### config.mk
export PLATFORM = sky130hd
export DESIGN_NAME = sas_acq_sequencer
export DESIGN_NICKNAME = d
export VERILOG_FILES = /design/src/sas_pkg.sv /design/src/sas_conv_if.sv /design/src/sas_acq_sequencer.sv /design/src/sas_sar_engine.sv
export SDC_FILE = /design/constraint.sdc
export NUM_CORES = 1
export LEC_CHECK = 0
export BUFFER_PORTS_ARGS = -buffer_cell sky130_fd_sc_hd__buf_2
export CAP_MARGIN = 25
export CORE_MARGIN = 4
export CORE_UTILIZATION = 60
export CTS_CLUSTER_SIZE = 14
export DETAILED_ROUTE_END_ITERATION = 8
export PLACE_DENSITY_LB_ADDON = 0.1
export SKIP_LAST_GASP = 1
export SLEW_MARGIN = 20
export SYNTH_ARGS = -nofsm -noshare
export SYNTH_HDL_FRONTEND = slang
export SYNTH_SLANG_ARGS = --single-unit
### constraint.sdc
create_clock -name clk_sys -period 4.9 [get_ports clk_sys]
set_clock_uncertainty 0.2 [all_clocks]
set_input_delay 0.245 -clock clk_sys [delete_from_list [all_inputs] [get_ports clk_sys]]
set_output_delay 0.245 -clock clk_sys [all_outputs]
set_load 0.1 [all_outputs]
### src/sas_pkg.sv
// Shared constants and types of the acquisition sequencer
package sas_pkg;

    // Converter word: 12 bits plus sign
    localparam int CODE_W = 13;
    localparam logic [CODE_W-1:0] SIGN_FLIP = 13'h1000;
    localparam logic [CODE_W-1:0] CODE_RST = 13'h0000;

    // Sequence lengths in conversion clock periods
    localparam int TRIM_CYCLES = 1399;
    localparam int NULL_CYCLES = 26;
    localparam int ACQ_CYCLES = 7;

    // Stored correction values
    localparam int CORR_N = 3;
    localparam int CORR_OFS = 0;
    localparam int CORR_LIN = 1;
    localparam int CORR_GAIN = 2;

    // Pin vector positions, all pins active low
    localparam int PIN_N = 6;
    localparam int PIN_CS = 5;
    localparam int PIN_WR = 4;
    localparam int PIN_RD = 3;
    localparam int PIN_SH = 2;
    localparam int PIN_TRIM = 1;
    localparam int PIN_NULL = 0;
    localparam logic [PIN_N-1:0] PIN_IDLE = 6'h3f;

    // Register map
    localparam int ADDR_W = 8;
    localparam int DATA_W = 32;
    localparam logic [ADDR_W-1:0] REG_STATUS = 8'h00;
    localparam logic [ADDR_W-1:0] REG_MASK = 8'h04;
    localparam logic [ADDR_W-1:0] REG_STATE = 8'h08;
    localparam logic [ADDR_W-1:0] REG_CORR0 = 8'h0c;
    localparam logic [ADDR_W-1:0] REG_CORR1 = 8'h10;
    localparam logic [ADDR_W-1:0] REG_CORR2 = 8'h14;

    // Event bits of status and mask
    localparam int EVT_W = 3;
    localparam int EVT_CONV = 0;
    localparam int EVT_TRIM = 1;
    localparam int EVT_NULL = 2;
    localparam logic [EVT_W-1:0] STATUS_RST = 3'h0;
    localparam logic [EVT_W-1:0] MASK_RST = 3'h0;

    typedef enum {
        ST_TRIM,
        ST_IDLE,
        ST_TRACK,
        ST_NULL,
        ST_ACQ,
        ST_CONV
    } sas_state_t;

endpackage : sas_pkg

### src/sas_conv_if.sv
// Link between the sequencer and the conversion engine
`timescale 1ns/100ps
interface sas_conv_if
    import sas_pkg::*;
();
    logic start;
    logic [CODE_W-1:0] sample;
    logic [CODE_W-1:0] corr;
    logic done;
    logic [CODE_W-1:0] result;

    modport seq (output start, output sample, output corr,
        input done, input result);
    modport eng (input start, input sample, input corr,
        output done, output result);
endinterface : sas_conv_if

### src/sas_acq_sequencer.sv
// Acquisition sequencer: start methods, offset null, self-trim, readout
`timescale 1ns/100ps
////////////////////////////////////////////////////////////////////////////
// Overview of operation
// RULE1 - Unnulled starts open acquisition as conversion done rises.
// RULE2 - Without null the host times acquisition from reading both bytes.
// RULE3 - A write start with null requested inserts the null cycle first.
// RULE4 - Nulled write starts keep acquisition open 7 clocks, then convert.
// RULE5 - Acquisition needs 3.5 us, so nulling limits the clock to 2 MHz.
// RULE6 - Self-trim runs at power-up and cannot be interrupted once begun.
// RULE7 - Once supplies, reference and clock settle, the host trims again.
// RULE8 - Trim stores offset, linearity, gain fixes and applies them later.
// RULE9 - Hold starts never get the null cycle, so such hosts may retrim.
// RULE10 - The track/hold rise is the hold command; conversion follows.
// RULE11 - A host that nulls every conversion trims only once after power-up.
// RULE12 - Conversion done stays low for the whole 1399-clock self-trim.
// RULE13 - The inserted null cycle lasts 26 clocks.
// RULE14 - At the end of conversion the result is latched and done goes high.
// RULE15 - The sign-extended result is read as two bytes, high byte first.
////////////////////////////////////////////////////////////////////////////
module sas_acq_sequencer
    import sas_pkg::*;
#(
    parameter int TRIM_LEN = TRIM_CYCLES,
    parameter int NULL_LEN = NULL_CYCLES,
    parameter int ACQ_LEN = ACQ_CYCLES
)
(
    input wire logic clk_sys,
    input wire logic reset,
    input wire logic csN,
    input wire logic wrN,
    input wire logic rdN,
    input wire logic shN,
    input wire logic trimReqN,
    input wire logic offset_null_request_n,
    input wire logic [CODE_W-1:0] analogCode,
    output logic [7:0] result_byte_bus,
    output logic result_byte_bus_oe,
    output logic convDone,
    output logic acqOpen,
    output logic irq,
    input wire logic [ADDR_W-1:0] regAddr,
    input wire logic [DATA_W-1:0] regWrData,
    input wire logic regWr,
    input wire logic regRd,
    output logic [DATA_W-1:0] regRdData
);

    localparam int CNT_W = $clog2(TRIM_LEN + 1);

    sas_state_t state_ff;
    sas_state_t nxtState;
    logic [CNT_W-1:0] cnt_ff;
    logic [PIN_N-1:0] pinMeta_ff;
    logic [PIN_N-1:0] pinSync_ff;
    logic [PIN_N-1:0] pinDly_ff;
    logic [CODE_W-1:0] codeMeta_ff;
    logic [CODE_W-1:0] codeSync_ff;
    logic [CODE_W-1:0] holdCode_ff;
    logic [CODE_W-1:0] resultLatch_ff;
    logic [CODE_W-1:0] corrMem_ff [CORR_N];
    logic startPulse_ff;
    logic bytePtr_ff;
    logic convDone_ff;
    logic acqOpen_ff;
    logic [7:0] dataOut_ff;
    logic dataOe_ff;
    logic [EVT_W-1:0] status_ff;
    logic [EVT_W-1:0] nxtStatus;
    logic [EVT_W-1:0] mask_ff;
    logic [EVT_W-1:0] events;
    logic irq_ff;
    logic [DATA_W-1:0] rdData_ff;
    logic csLow;
    logic wrRise;
    logic shLow;
    logic shRise;
    logic rdActive;
    logic rdRise;
    logic nullReq;
    logic trimStart;
    logic nullRestart;
    logic phaseEnd;
    logic [CNT_W-1:0] stLen_ff;

    sas_conv_if conv ();

    sas_sar_engine u_engine (
        .clk_sys (clk_sys),
        .reset (reset),
        .conv (conv)
    );

    // Conversion done is high only while idle or tracking
    function automatic logic doneLevel(input sas_state_t st);
        doneLevel = (st == ST_IDLE) || (st == ST_TRACK);
    endfunction : doneLevel

    // Sampling switch is closed while idle, tracking or in acquisition
    function automatic logic acqLevel(input sas_state_t st);
        acqLevel = (st == ST_IDLE) || (st == ST_TRACK) || (st == ST_ACQ);
    endfunction : acqLevel

    ////////////////////////////////////////////////////////////////////////
    // Pin synchronisers; the third stage only serves edge detection
    always_ff @(posedge clk_sys)
    begin
        if (reset)
        begin
            pinMeta_ff <= PIN_IDLE;
            pinSync_ff <= PIN_IDLE;
            pinDly_ff <= PIN_IDLE;
            codeMeta_ff <= CODE_RST;
            codeSync_ff <= CODE_RST;
        end
        else
        begin
            pinMeta_ff <= {csN, wrN, rdN, shN, trimReqN,
                offset_null_request_n};
            pinSync_ff <= pinMeta_ff;
            pinDly_ff <= pinSync_ff;
            codeMeta_ff <= analogCode;
            codeSync_ff <= codeMeta_ff;
        end
    end

    assign csLow = !pinSync_ff[PIN_CS];
    assign wrRise = pinSync_ff[PIN_WR] && !pinDly_ff[PIN_WR];
    assign shLow = !pinSync_ff[PIN_SH];
    assign shRise = pinSync_ff[PIN_SH] && !pinDly_ff[PIN_SH];
    assign rdActive = csLow && !pinSync_ff[PIN_RD];
    assign rdRise = !pinDly_ff[PIN_CS] && !pinDly_ff[PIN_RD] && !rdActive;
    assign nullReq = !pinSync_ff[PIN_NULL];
    assign trimStart = !csLow && !shLow && !pinSync_ff[PIN_TRIM]
        && pinDly_ff[PIN_TRIM];
    assign nullRestart = (state_ff == ST_NULL) && csLow && wrRise;

    ////////////////////////////////////////////////////////////////////////
    // Sequence control
    always_comb
    begin
        nxtState = state_ff;
        case (state_ff)
            ST_TRIM:
            begin
                // No pin can leave trim early
                if (cnt_ff == CNT_W'(TRIM_LEN - 1)) // see RULE6
                    nxtState = ST_IDLE;
            end
            ST_IDLE:
            begin
                if (trimStart)
                    nxtState = ST_TRIM;
                else if (csLow && wrRise)
                    nxtState = nullReq ? ST_NULL : ST_CONV; // see RULE3
                else if (csLow && shLow)
                    nxtState = ST_TRACK; // see RULE9
            end
            ST_TRACK:
            begin
                if (shRise)
                    nxtState = ST_CONV; // see RULE10
            end
            ST_NULL:
            begin
                if (!nullRestart && cnt_ff == CNT_W'(NULL_LEN - 1))
                    nxtState = ST_ACQ; // see RULE13
            end
            ST_ACQ:
            begin
                if (cnt_ff == CNT_W'(ACQ_LEN - 1))
                    nxtState = ST_CONV; // see RULE4
            end
            ST_CONV:
            begin
                if (conv.done)
                    nxtState = ST_IDLE; // see RULE1
            end
            default:
            begin
                nxtState = ST_TRIM;
            end
        endcase
    end

    // Power-up always begins with a trim
    always_ff @(posedge clk_sys)
    begin
        if (reset)
            state_ff <= ST_TRIM; // see RULE6
        else
            state_ff <= nxtState;
    end

    // Phase counter; a write during null restarts the null cycle
    always_ff @(posedge clk_sys)
    begin
        if (reset)
            cnt_ff <= '0;
        else if (nxtState != state_ff || nullRestart)
            cnt_ff <= '0;
        else
            cnt_ff <= cnt_ff + 1'b1;
    end

    always_ff @(posedge clk_sys)
    begin
        if (reset)
        begin
            convDone_ff <= 1'b0;
            acqOpen_ff <= 1'b0;
        end
        else
        begin
            convDone_ff <= doneLevel(nxtState); // see RULE12
            acqOpen_ff <= acqLevel(nxtState); // see RULE1
        end
    end

    ////////////////////////////////////////////////////////////////////////
    // Hold, conversion start and result latch
    always_ff @(posedge clk_sys)
    begin
        if (reset)
        begin
            holdCode_ff <= CODE_RST;
            startPulse_ff <= 1'b0;
        end
        else
        begin
            startPulse_ff <= (nxtState == ST_CONV) && (state_ff != ST_CONV);
            if (nxtState == ST_CONV && state_ff != ST_CONV)
                holdCode_ff <= codeSync_ff; // see RULE10
        end
    end

    always_ff @(posedge clk_sys)
    begin
        if (reset)
            resultLatch_ff <= CODE_RST;
        else if (conv.done)
            resultLatch_ff <= conv.result; // see RULE14
    end

    // Trim fills all corrections in its last cycles; null renews offset
    always_ff @(posedge clk_sys)
    begin
        if (reset)
        begin
            for (int i = 0; i < CORR_N; i++)
                corrMem_ff[i] <= CODE_RST;
        end
        else if (state_ff == ST_TRIM)
        begin
            for (int i = 0; i < CORR_N; i++)
            begin
                if (cnt_ff == CNT_W'(TRIM_LEN - CORR_N + i))
                    corrMem_ff[i] <= codeSync_ff; // see RULE8
            end
        end
        else if (state_ff == ST_NULL && nxtState == ST_ACQ)
            corrMem_ff[CORR_OFS] <= codeSync_ff;
    end

    assign conv.start = startPulse_ff;
    assign conv.sample = holdCode_ff;
    assign conv.corr = corrMem_ff[CORR_OFS] + corrMem_ff[CORR_LIN]
        - corrMem_ff[CORR_GAIN]; // see RULE8

    ////////////////////////////////////////////////////////////////////////
    // Two-byte readout, high byte first, pointer rewinds per conversion
    always_ff @(posedge clk_sys)
    begin
        if (reset)
            bytePtr_ff <= 1'b0;
        else if (conv.done)
            bytePtr_ff <= 1'b0;
        else if (rdRise)
            bytePtr_ff <= !bytePtr_ff; // see RULE15
    end

    always_ff @(posedge clk_sys)
    begin
        if (reset)
        begin
            dataOut_ff <= 8'h00;
            dataOe_ff <= 1'b0;
        end
        else
        begin
            dataOe_ff <= rdActive;
            if (!bytePtr_ff)
                dataOut_ff <= {{3{resultLatch_ff[CODE_W-1]}},
                    resultLatch_ff[CODE_W-1:8]}; // see RULE15
            else
                dataOut_ff <= resultLatch_ff[7:0];
        end
    end

    ////////////////////////////////////////////////////////////////////////
    // Events, status and interrupt; a new event beats a clear
    assign events[EVT_CONV] = conv.done;
    assign events[EVT_TRIM] = (state_ff == ST_TRIM) && (nxtState == ST_IDLE);
    assign events[EVT_NULL] = (state_ff == ST_NULL) && (nxtState == ST_ACQ);

    always_comb
    begin
        nxtStatus = status_ff;
        if (regWr && regAddr == REG_STATUS)
            nxtStatus = status_ff & ~regWrData[EVT_W-1:0];
        nxtStatus = nxtStatus | events;
    end

    always_ff @(posedge clk_sys)
    begin
        if (reset)
        begin
            status_ff <= STATUS_RST;
            irq_ff <= 1'b0;
        end
        else
        begin
            status_ff <= nxtStatus;
            irq_ff <= |(nxtStatus & mask_ff);
        end
    end

    always_ff @(posedge clk_sys)
    begin
        if (reset)
            mask_ff <= MASK_RST;
        else if (regWr && regAddr == REG_MASK)
            mask_ff <= regWrData[EVT_W-1:0];
    end

    // Read data stands only in the cycle after the strobe
    always_ff @(posedge clk_sys)
    begin
        if (reset)
            rdData_ff <= '0;
        else if (!regRd)
            rdData_ff <= '0;
        else
        begin
            case (regAddr)
                REG_STATUS: rdData_ff <= DATA_W'(status_ff);
                REG_MASK: rdData_ff <= DATA_W'(mask_ff);
                REG_STATE: rdData_ff <= DATA_W'({bytePtr_ff, acqOpen_ff,
                    convDone_ff, 3'(state_ff)});
                REG_CORR0: rdData_ff <= DATA_W'(corrMem_ff[0]);
                REG_CORR1: rdData_ff <= DATA_W'(corrMem_ff[1]);
                REG_CORR2: rdData_ff <= DATA_W'(corrMem_ff[2]);
                default: rdData_ff <= '0;
            endcase
        end
    end

    assign result_byte_bus = dataOut_ff;
    assign result_byte_bus_oe = dataOe_ff;
    assign convDone = convDone_ff;
    assign acqOpen = acqOpen_ff;
    assign irq = irq_ff;
    assign regRdData = rdData_ff;

    // Cycles spent in the current state, for length checks
    always_ff @(posedge clk_sys)
    begin
        if (reset || nxtState != state_ff || nullRestart)
            stLen_ff <= '0;
        else
            stLen_ff <= stLen_ff + 1'b1;
    end

    assign phaseEnd = nxtState != state_ff;
endmodule : sas_acq_sequencer

### src/sas_sar_engine.sv
// Successive approximation engine with correction applied
`timescale 1ns/100ps
module sas_sar_engine
    import sas_pkg::*;
(
    input wire logic clk_sys,
    input wire logic reset,
    sas_conv_if.eng conv
);

    logic [CODE_W-1:0] target_ff;
    logic [CODE_W-1:0] approx_ff;
    logic [CODE_W-1:0] bit_ff;
    logic busy_ff;
    logic done_ff;
    logic [CODE_W-1:0] trial;

    assign trial = approx_ff | bit_ff;

    ////////////////////////////////////////////////////////////////////////
    // Sign first, then bits from MSB down, in offset binary
    always_ff @(posedge clk_sys)
    begin
        if (reset)
        begin
            target_ff <= CODE_RST;
            approx_ff <= CODE_RST;
            bit_ff <= CODE_RST;
            busy_ff <= 1'b0;
        end
        else if (conv.start)
        begin
            target_ff <= (conv.sample - conv.corr) ^ SIGN_FLIP; // see RULE8
            approx_ff <= CODE_RST;
            bit_ff <= SIGN_FLIP;
            busy_ff <= 1'b1;
        end
        else if (busy_ff)
        begin
            if (target_ff >= trial)
                approx_ff <= trial;
            bit_ff <= bit_ff >> 1;
            if (bit_ff == 13'h0001)
                busy_ff <= 1'b0;
        end
    end

    always_ff @(posedge clk_sys)
    begin
        if (reset)
            done_ff <= 1'b0;
        else
            done_ff <= busy_ff && (bit_ff == 13'h0001) && !conv.start;
    end

    assign conv.done = done_ff;
    assign conv.result = approx_ff ^ SIGN_FLIP;
endmodule : sas_sar_engine

======== Yosys cells after proc, flatten, opt, wreduce, memory -nomap -nowiden ========
Memories as Yosys holds them, arrays and structs flattened.
Cells that the tools add are included.
storage, ports and cells
  bits in registers ....................... 206
  memory bits (writable) .................. 39
  input bits .............................. 63
  memories ................................ 1
memories
  memory      depth  width  read ports  clocked after Yosys merged registers in  wr ports  line                     RTL
  corrMem_ff  3      13     3           0                                        3         sas_acq_sequencer.sv:62  logic [CODE_W-1:0] corrMem_ff [CORR_N];
operators by class
  add/subtract/negate cells ............... 4
  order comparisons ....................... 1
  eq/ne operators ......................... 23
  mux-type cells .......................... 40
  bitwise gates (word level) .............. 12
  reduce and logical (&&, ||, !) cells .... 45
operators with widths
  cell                                             number
  two-way mux 32 bit                               8
  case mux 32 bit (6 select lines)                 1
  == test 32 x 3 -> 1 bit (second input constant)  4
  == test 32 x 2 -> 1 bit (second input constant)  3
  two-way mux 13 bit                               6
  case mux 13 bit (6 select lines)                 1
  == test 32 x 4 -> 1 bit (second input constant)  2
  logical NOT 32 bit                               2
  == test 11 bit (second input constant)           3
  == test 32 x 1 -> 1 bit (second input constant)  1
  != test 32 bit                                   1
  != test 32 x 4 -> 1 bit (second input constant)  1
  subtractor 13 bit                                2
  two-way mux 1 bit                                21
  logical AND 1 bit                                20
  == test 8 x 4 -> 1 bit (second input constant)   2
  == test 8 x 5 -> 1 bit (second input constant)   2
  adder 13 bit                                     1
  == test 13 x 1 -> 1 bit (second input constant)  1
  greater-or-equal comparator 13 bit               1
  OR 13 bit                                        1
  logical NOT 1 bit                                12
  adder 11 x 1 -> 11 bit (second input constant)   1
  == test 11 x 3 -> 1 bit (second input constant)  1
  15 further kinds                                 27

======== Depth between registers and ports, before layout ========
  depth after elaboration ................. 14
  mapped depth ............................ 15

======== Hierarchy ========
Synthesis repeated with hierarchy kept, for this count alone.
second synthesis, totals
  cell total of the unflattened synthesis .. 968
  area, all modules ....................... 9964.6 µm²
modules (own cells, without submodules)
  module             times used  cells each  area an instance (µm²)
  sas_acq_sequencer  1           695         7526.0
  sas_sar_engine     1           273         2438.6

======== Least setup slack after synthesis ========
OpenSTA, ideal clock, no wires.
  path kind ............................... reg2reg
  start point ............................. memory corrMem_ff[1][0]
  end point ............................... register u_engine.target_ff[12]
  data arrival time ....................... 2.977 ns
  path slack .............................. 1.595 ns
  cell stages (with the launch flop) ...... 16
  buffers on the path ..................... 0
  cells stage by stage .................... edfxtp_1 -> inv_1 -> fa_1 -> inv_1 -> fa_1 -> inv_1 -> ha_1 -> inv_1 -> fa_1 -> nor2b_1 -> o31ai_1 -> a211oi_1 -> o31ai_1 -> xnor2_1 -> mux2i_1 -> nor2_1
RTL lines
  element               line                     RTL
  from (decl)           sas_acq_sequencer.sv:62
  to (signal assigned)  sas_sar_engine.sv:33     target_ff <= (conv.sample - conv.corr) ^ SIGN_FLIP;
  to (decl)             sas_sar_engine.sv:11     logic [CODE_W-1:0] target_ff;

==> summary.md <==
| Metric | Value |
|---|---|
| Crit path arrival time | `3810 ps` |
| Max VDD drop | `0.313 mV` |
| Vias in the first global route | `6382` |
| Startpoint Class | `register` |
| CTS tree | `yes` |
| First-pass GRT wire length | `32200 µm` |
| Largest registers | `corrMem_ff x39, state_ff x32` |
| Fin worst setup slack | `1260 ps` |
| GRT met3 Usage | `3.68%` |
| Worst Hold Launch | `regAddr[1]` |
| Worst path max stage delay | `500 ps` |
| Most numerous cell on the critical path | `inv_1` |
| RSZ-0062 raised after global routing | `no` |
| Post-layout min period | `3640 ps` |
| Die ar. | `18300 µm²` |
| Hold Path Depth | `5` |
| Ant. Diodes | `0` |
| Drt via density | `5.31` |
| Register area share after synthesis | `50.4%` |
| Met1 usage | `31.1%` |
| Hpwl dp | `13400 µm` |
| Largest net degree at the start of global routing | `50` |
| Nets | `1150` |
| Hold EP | `regRdData[3]$_SDFF_PP0_` |
| Avg Inst Size Synth | `10.4 µm²` |
| Max reg flops | `39` |
| GRT Total Usage | `22.1%` |
| Post-synth EDFFs | `39` |
| Root Buffer | `clkbuf_16` |
| Largest delay share family, worst path | `adder cells` |
| Starting density of the core | `61.1%` |
| Most common cell after layout, fill and taps aside | `dfxtp_1` |
| Worst slew margin | `39.2%` |
| CTS buffer count | `23` |
| Remaining antenna violation count | `0` |
| Biggest register | `corrMem_ff` |
| Leakage | `4.39 nW` |
| Reg2Reg Capture Point | `u_engine.target_ff[12]$_SDFFE_PP0P_` |
| Placed cells | `1200` |
| Via count | `6707` |
| Most frequent cells in the layout | `186 x dfxtp_1, 98 x nor2_1, 64 x nand2_1` |
| PwrDens | `359 nW/µm²` |
| Worst flop-to-flop path startpoint | `corrMem_ff[1][0]$_DFFE_PP_` |
| Share of flip-flops with an asynchronous set or reset | `0%` |
| R2R setup slack | `1260 ps` |
| Distinct cells, synth | `70` |
| Worst-path clk slew | `60 ps` |
| Hold crit path type | `primary input to register` |
| Clk Latency, worst-skew pair | `510 ps` |
| Worst EP required | `5080 ps` |
| Flops & latches, synth | `225` |
| Final std cells w/o fill | `1264` |
| Post CTS Setup Buffer Count | `0` |
| # IOs | `107` |
| Filler cell count | `1239` |
| CP Buf/Inv Count | `4` |
| Drt first pass iters | `5` |
| Avg WL per Cell | `15.7 µm` |
| Initial DRC count | `445` |
| Mapped Cells | `932` |
| Busiest layer in global routing | `met2` |
| Deepest level of the CTS H-tree | `1` |
| Met2 GRT Util | `35.9%` |
| Final period utilization | `74.2%` |
| Mapped Area | `9710 µm²` |
| Levels on crit path | `15` |
| Routability cong. | `0.853` |
| Share of layout cells above drive strength 1 | `12.9%` |
| Worst-margin pin slew | `910 ps` |
| Die Width | `135 µm` |
| Final Hold Viols | `0` |
| Status | `finished, final reports clean` |
| TNS Setup | `0 ps` |
| Antenna violations before repair | `0` |
| Highest Clock Rate | `0.275 GHz` |
| Routed wire length | `19900 µm` |
| Critical path cell sequence | `inv_1 > fa_1 > inv_1 > fa_1 > inv_1 > ha_1 > inv_1 > fa_1 > nor2b_1 > o31ai_1 > a211oi_1 > o31ai_1 > xnor2_1 > mux2i_1 > nor2_1` |
| Clock sink count | `225` |
| DP Worst Slack | `1310 ps` |
| Max-Cap Viols | `0` |
| Yosys warnings | `0` |
| Setup violation total in the final timing report | `0` |
| Slowest-stage cell, CP | `fa_1` |
| Port Buffers | `58` |
| Maximum root-to-sink buffer count | `3` |
| Reg2reg path depth | `15` |
| # DRC | `0` |
| Rows | `46` |
| Slew Limit Fails | `0` |
| GRT Residual Overflow | `0` |
| Worst Path Class, Setup | `register to register` |
| Core ar. | `15900 µm²` |
| Main synth FF type | `dfxtp_1` |
| CP endpoint kind | `register` |
| Synth-to-layout area growth | `14.7%` |
| Die Ht | `135 µm` |
| Crit path max fanout | `4` |
## layer usage
metal / vias up / routed length [µm] / part of all wire (%)
li1: 3363 / - / -
met4: 0 / 415 / 2.1
met5: - / 0 / 0
met1: 3149 / 9080 / 46
met3: 34 / 947 / 4.8
met2: 161 / 9450 / 48
## worst max path at each step
stage | from | slack, ps | end
global route | corrMem_ff[1][0]$_DFFE_PP_ | 1050 | u_engine.target_ff[12]$_SDFFE_PP0P_
finish | corrMem_ff[1][0]$_DFFE_PP_ | 1260 | u_engine.target_ff[12]$_SDFFE_PP0P_
floorplan | corrMem_ff[1][0]$_DFFE_PP_ | 1600 | u_engine.target_ff[12]$_SDFFE_PP0P_
detailed placement | corrMem_ff[1][0]$_DFFE_PP_ | 1310 | u_engine.target_ff[12]$_SDFFE_PP0P_
global placement | corrMem_ff[1][0]$_DFFE_PP_ | 1370 | u_engine.target_ff[12]$_SDFFE_PP0P_
CTS | corrMem_ff[1][0]$_DFFE_PP_ | 1280 | u_engine.target_ff[12]$_SDFFE_PP0P_
## report_power, final
group | internal (W) | total, W | leakage (nW) | switching (W)
Combinational | 0.000155 | 0.000400 | 2.15 | 0.000246
Clock | 0.000953 | 0.00165 | 0.357 | 0.000694
Sequential | 0.00192 | 0.00195 | 1.89 | 0.0000218
## cell families (layout without fill, tap and decap cells)
| group | count (synthesis) | count (layout) | synth area share (%) |
|---|---|---|---|
| buf+inv | 105 | 174 | 4.97 |
| other cells | 1 | 48 | 0.0386 |
| flops | 225 | 225 | 50.4 |
| fa+ha+maj | 54 | 54 | 8.81 |
| xor+xnor | 24 | 24 | 2.16 |
| compound gates | 117 | 117 | 8.13 |
| simple gates | 347 | 347 | 19.0 |
| mux | 59 | 59 | 6.48 |
## stage by stage
step                area [µm²]  power (W)  hold WS, ps  util [%]
finish                   11100    0.00399         47.8      70.1
global route             11100    0.00415         58.3      70.1
CTS                      11100    0.00402         33.2      70.1
detailed placement       10200    0.00237          196      64.1
global placement         10200    0.00236          190      64.1
floorplan                 9890    0.00230          129         -
## synthesized netlist by cell type (all sizes together), types with 3 or more instances
cell | instances | share of area, %
nor3b | 4 | 0.36
nand2 | 64 | 2.5
and2 | 16 | 1.0
fa | 24 | 4.9
and3 | 7 | 0.45
buf | 26 | 1.9
o21a | 6 | 0.46
a211oi | 3 | 0.23
xor2 | 7 | 0.63
nand4b | 3 | 0.27
mux2i | 55 | 5.7
nand2b | 3 | 0.19
inv | 45 | 1.7
nand3 | 17 | 0.88
nor3 | 16 | 0.88
a21oi | 40 | 2.1
ha | 30 | 3.9
or3 | 3 | 0.19
and4 | 14 | 1.3
a21o | 4 | 0.31
a222oi | 9 | 0.93
dfxtp | 186 | 38
nand4 | 8 | 0.52
clkbuf | 34 | 1.3
edfxtp | 39 | 12
nor4 | 10 | 0.64
nor2 | 100 | 4.1
a22oi | 5 | 0.39
a211o | 3 | 0.27
nor2b | 46 | 3.0
mux4 | 3 | 0.70
xnor2 | 17 | 1.5
o211ai | 3 | 0.23
or2 | 23 | 1.5
or4 | 6 | 0.58
o21ai | 20 | 1.0
## worst reg2reg max path: stages (launching register included)
cell,delay [ps]
edfxtp_1,360
inv_1,70
fa_1,500
inv_1,50
fa_1,470
inv_1,40
ha_1,200
inv_1,90
fa_1,220
nor2b_1,70
o31ai_1,440
a211oi_1,180
o31ai_1,320
xnor2_1,110
mux2i_1,150
nor2_1,60
## layout make-up
class,instances,area (µm²),share of cell area [%]
clock inverter,8,42.5,0.382
tap,216,270,2.43
inverter,45,169,1.52
clock buffer,32,671,6.02
multi-input combinational,649,4510,40.5
sequential,225,4890,43.9
timing repair buffer,89,583,5.23
## repair_timing
| item | in CTS | in global routing |
|---|---|---|
| resized for setup | 0 | 0 |
| hold buffers | 24 | 0 |
| endpoints found under the hold margin | 26 | 0 |
Note: power is estimated with default switching activity, not from simulation.
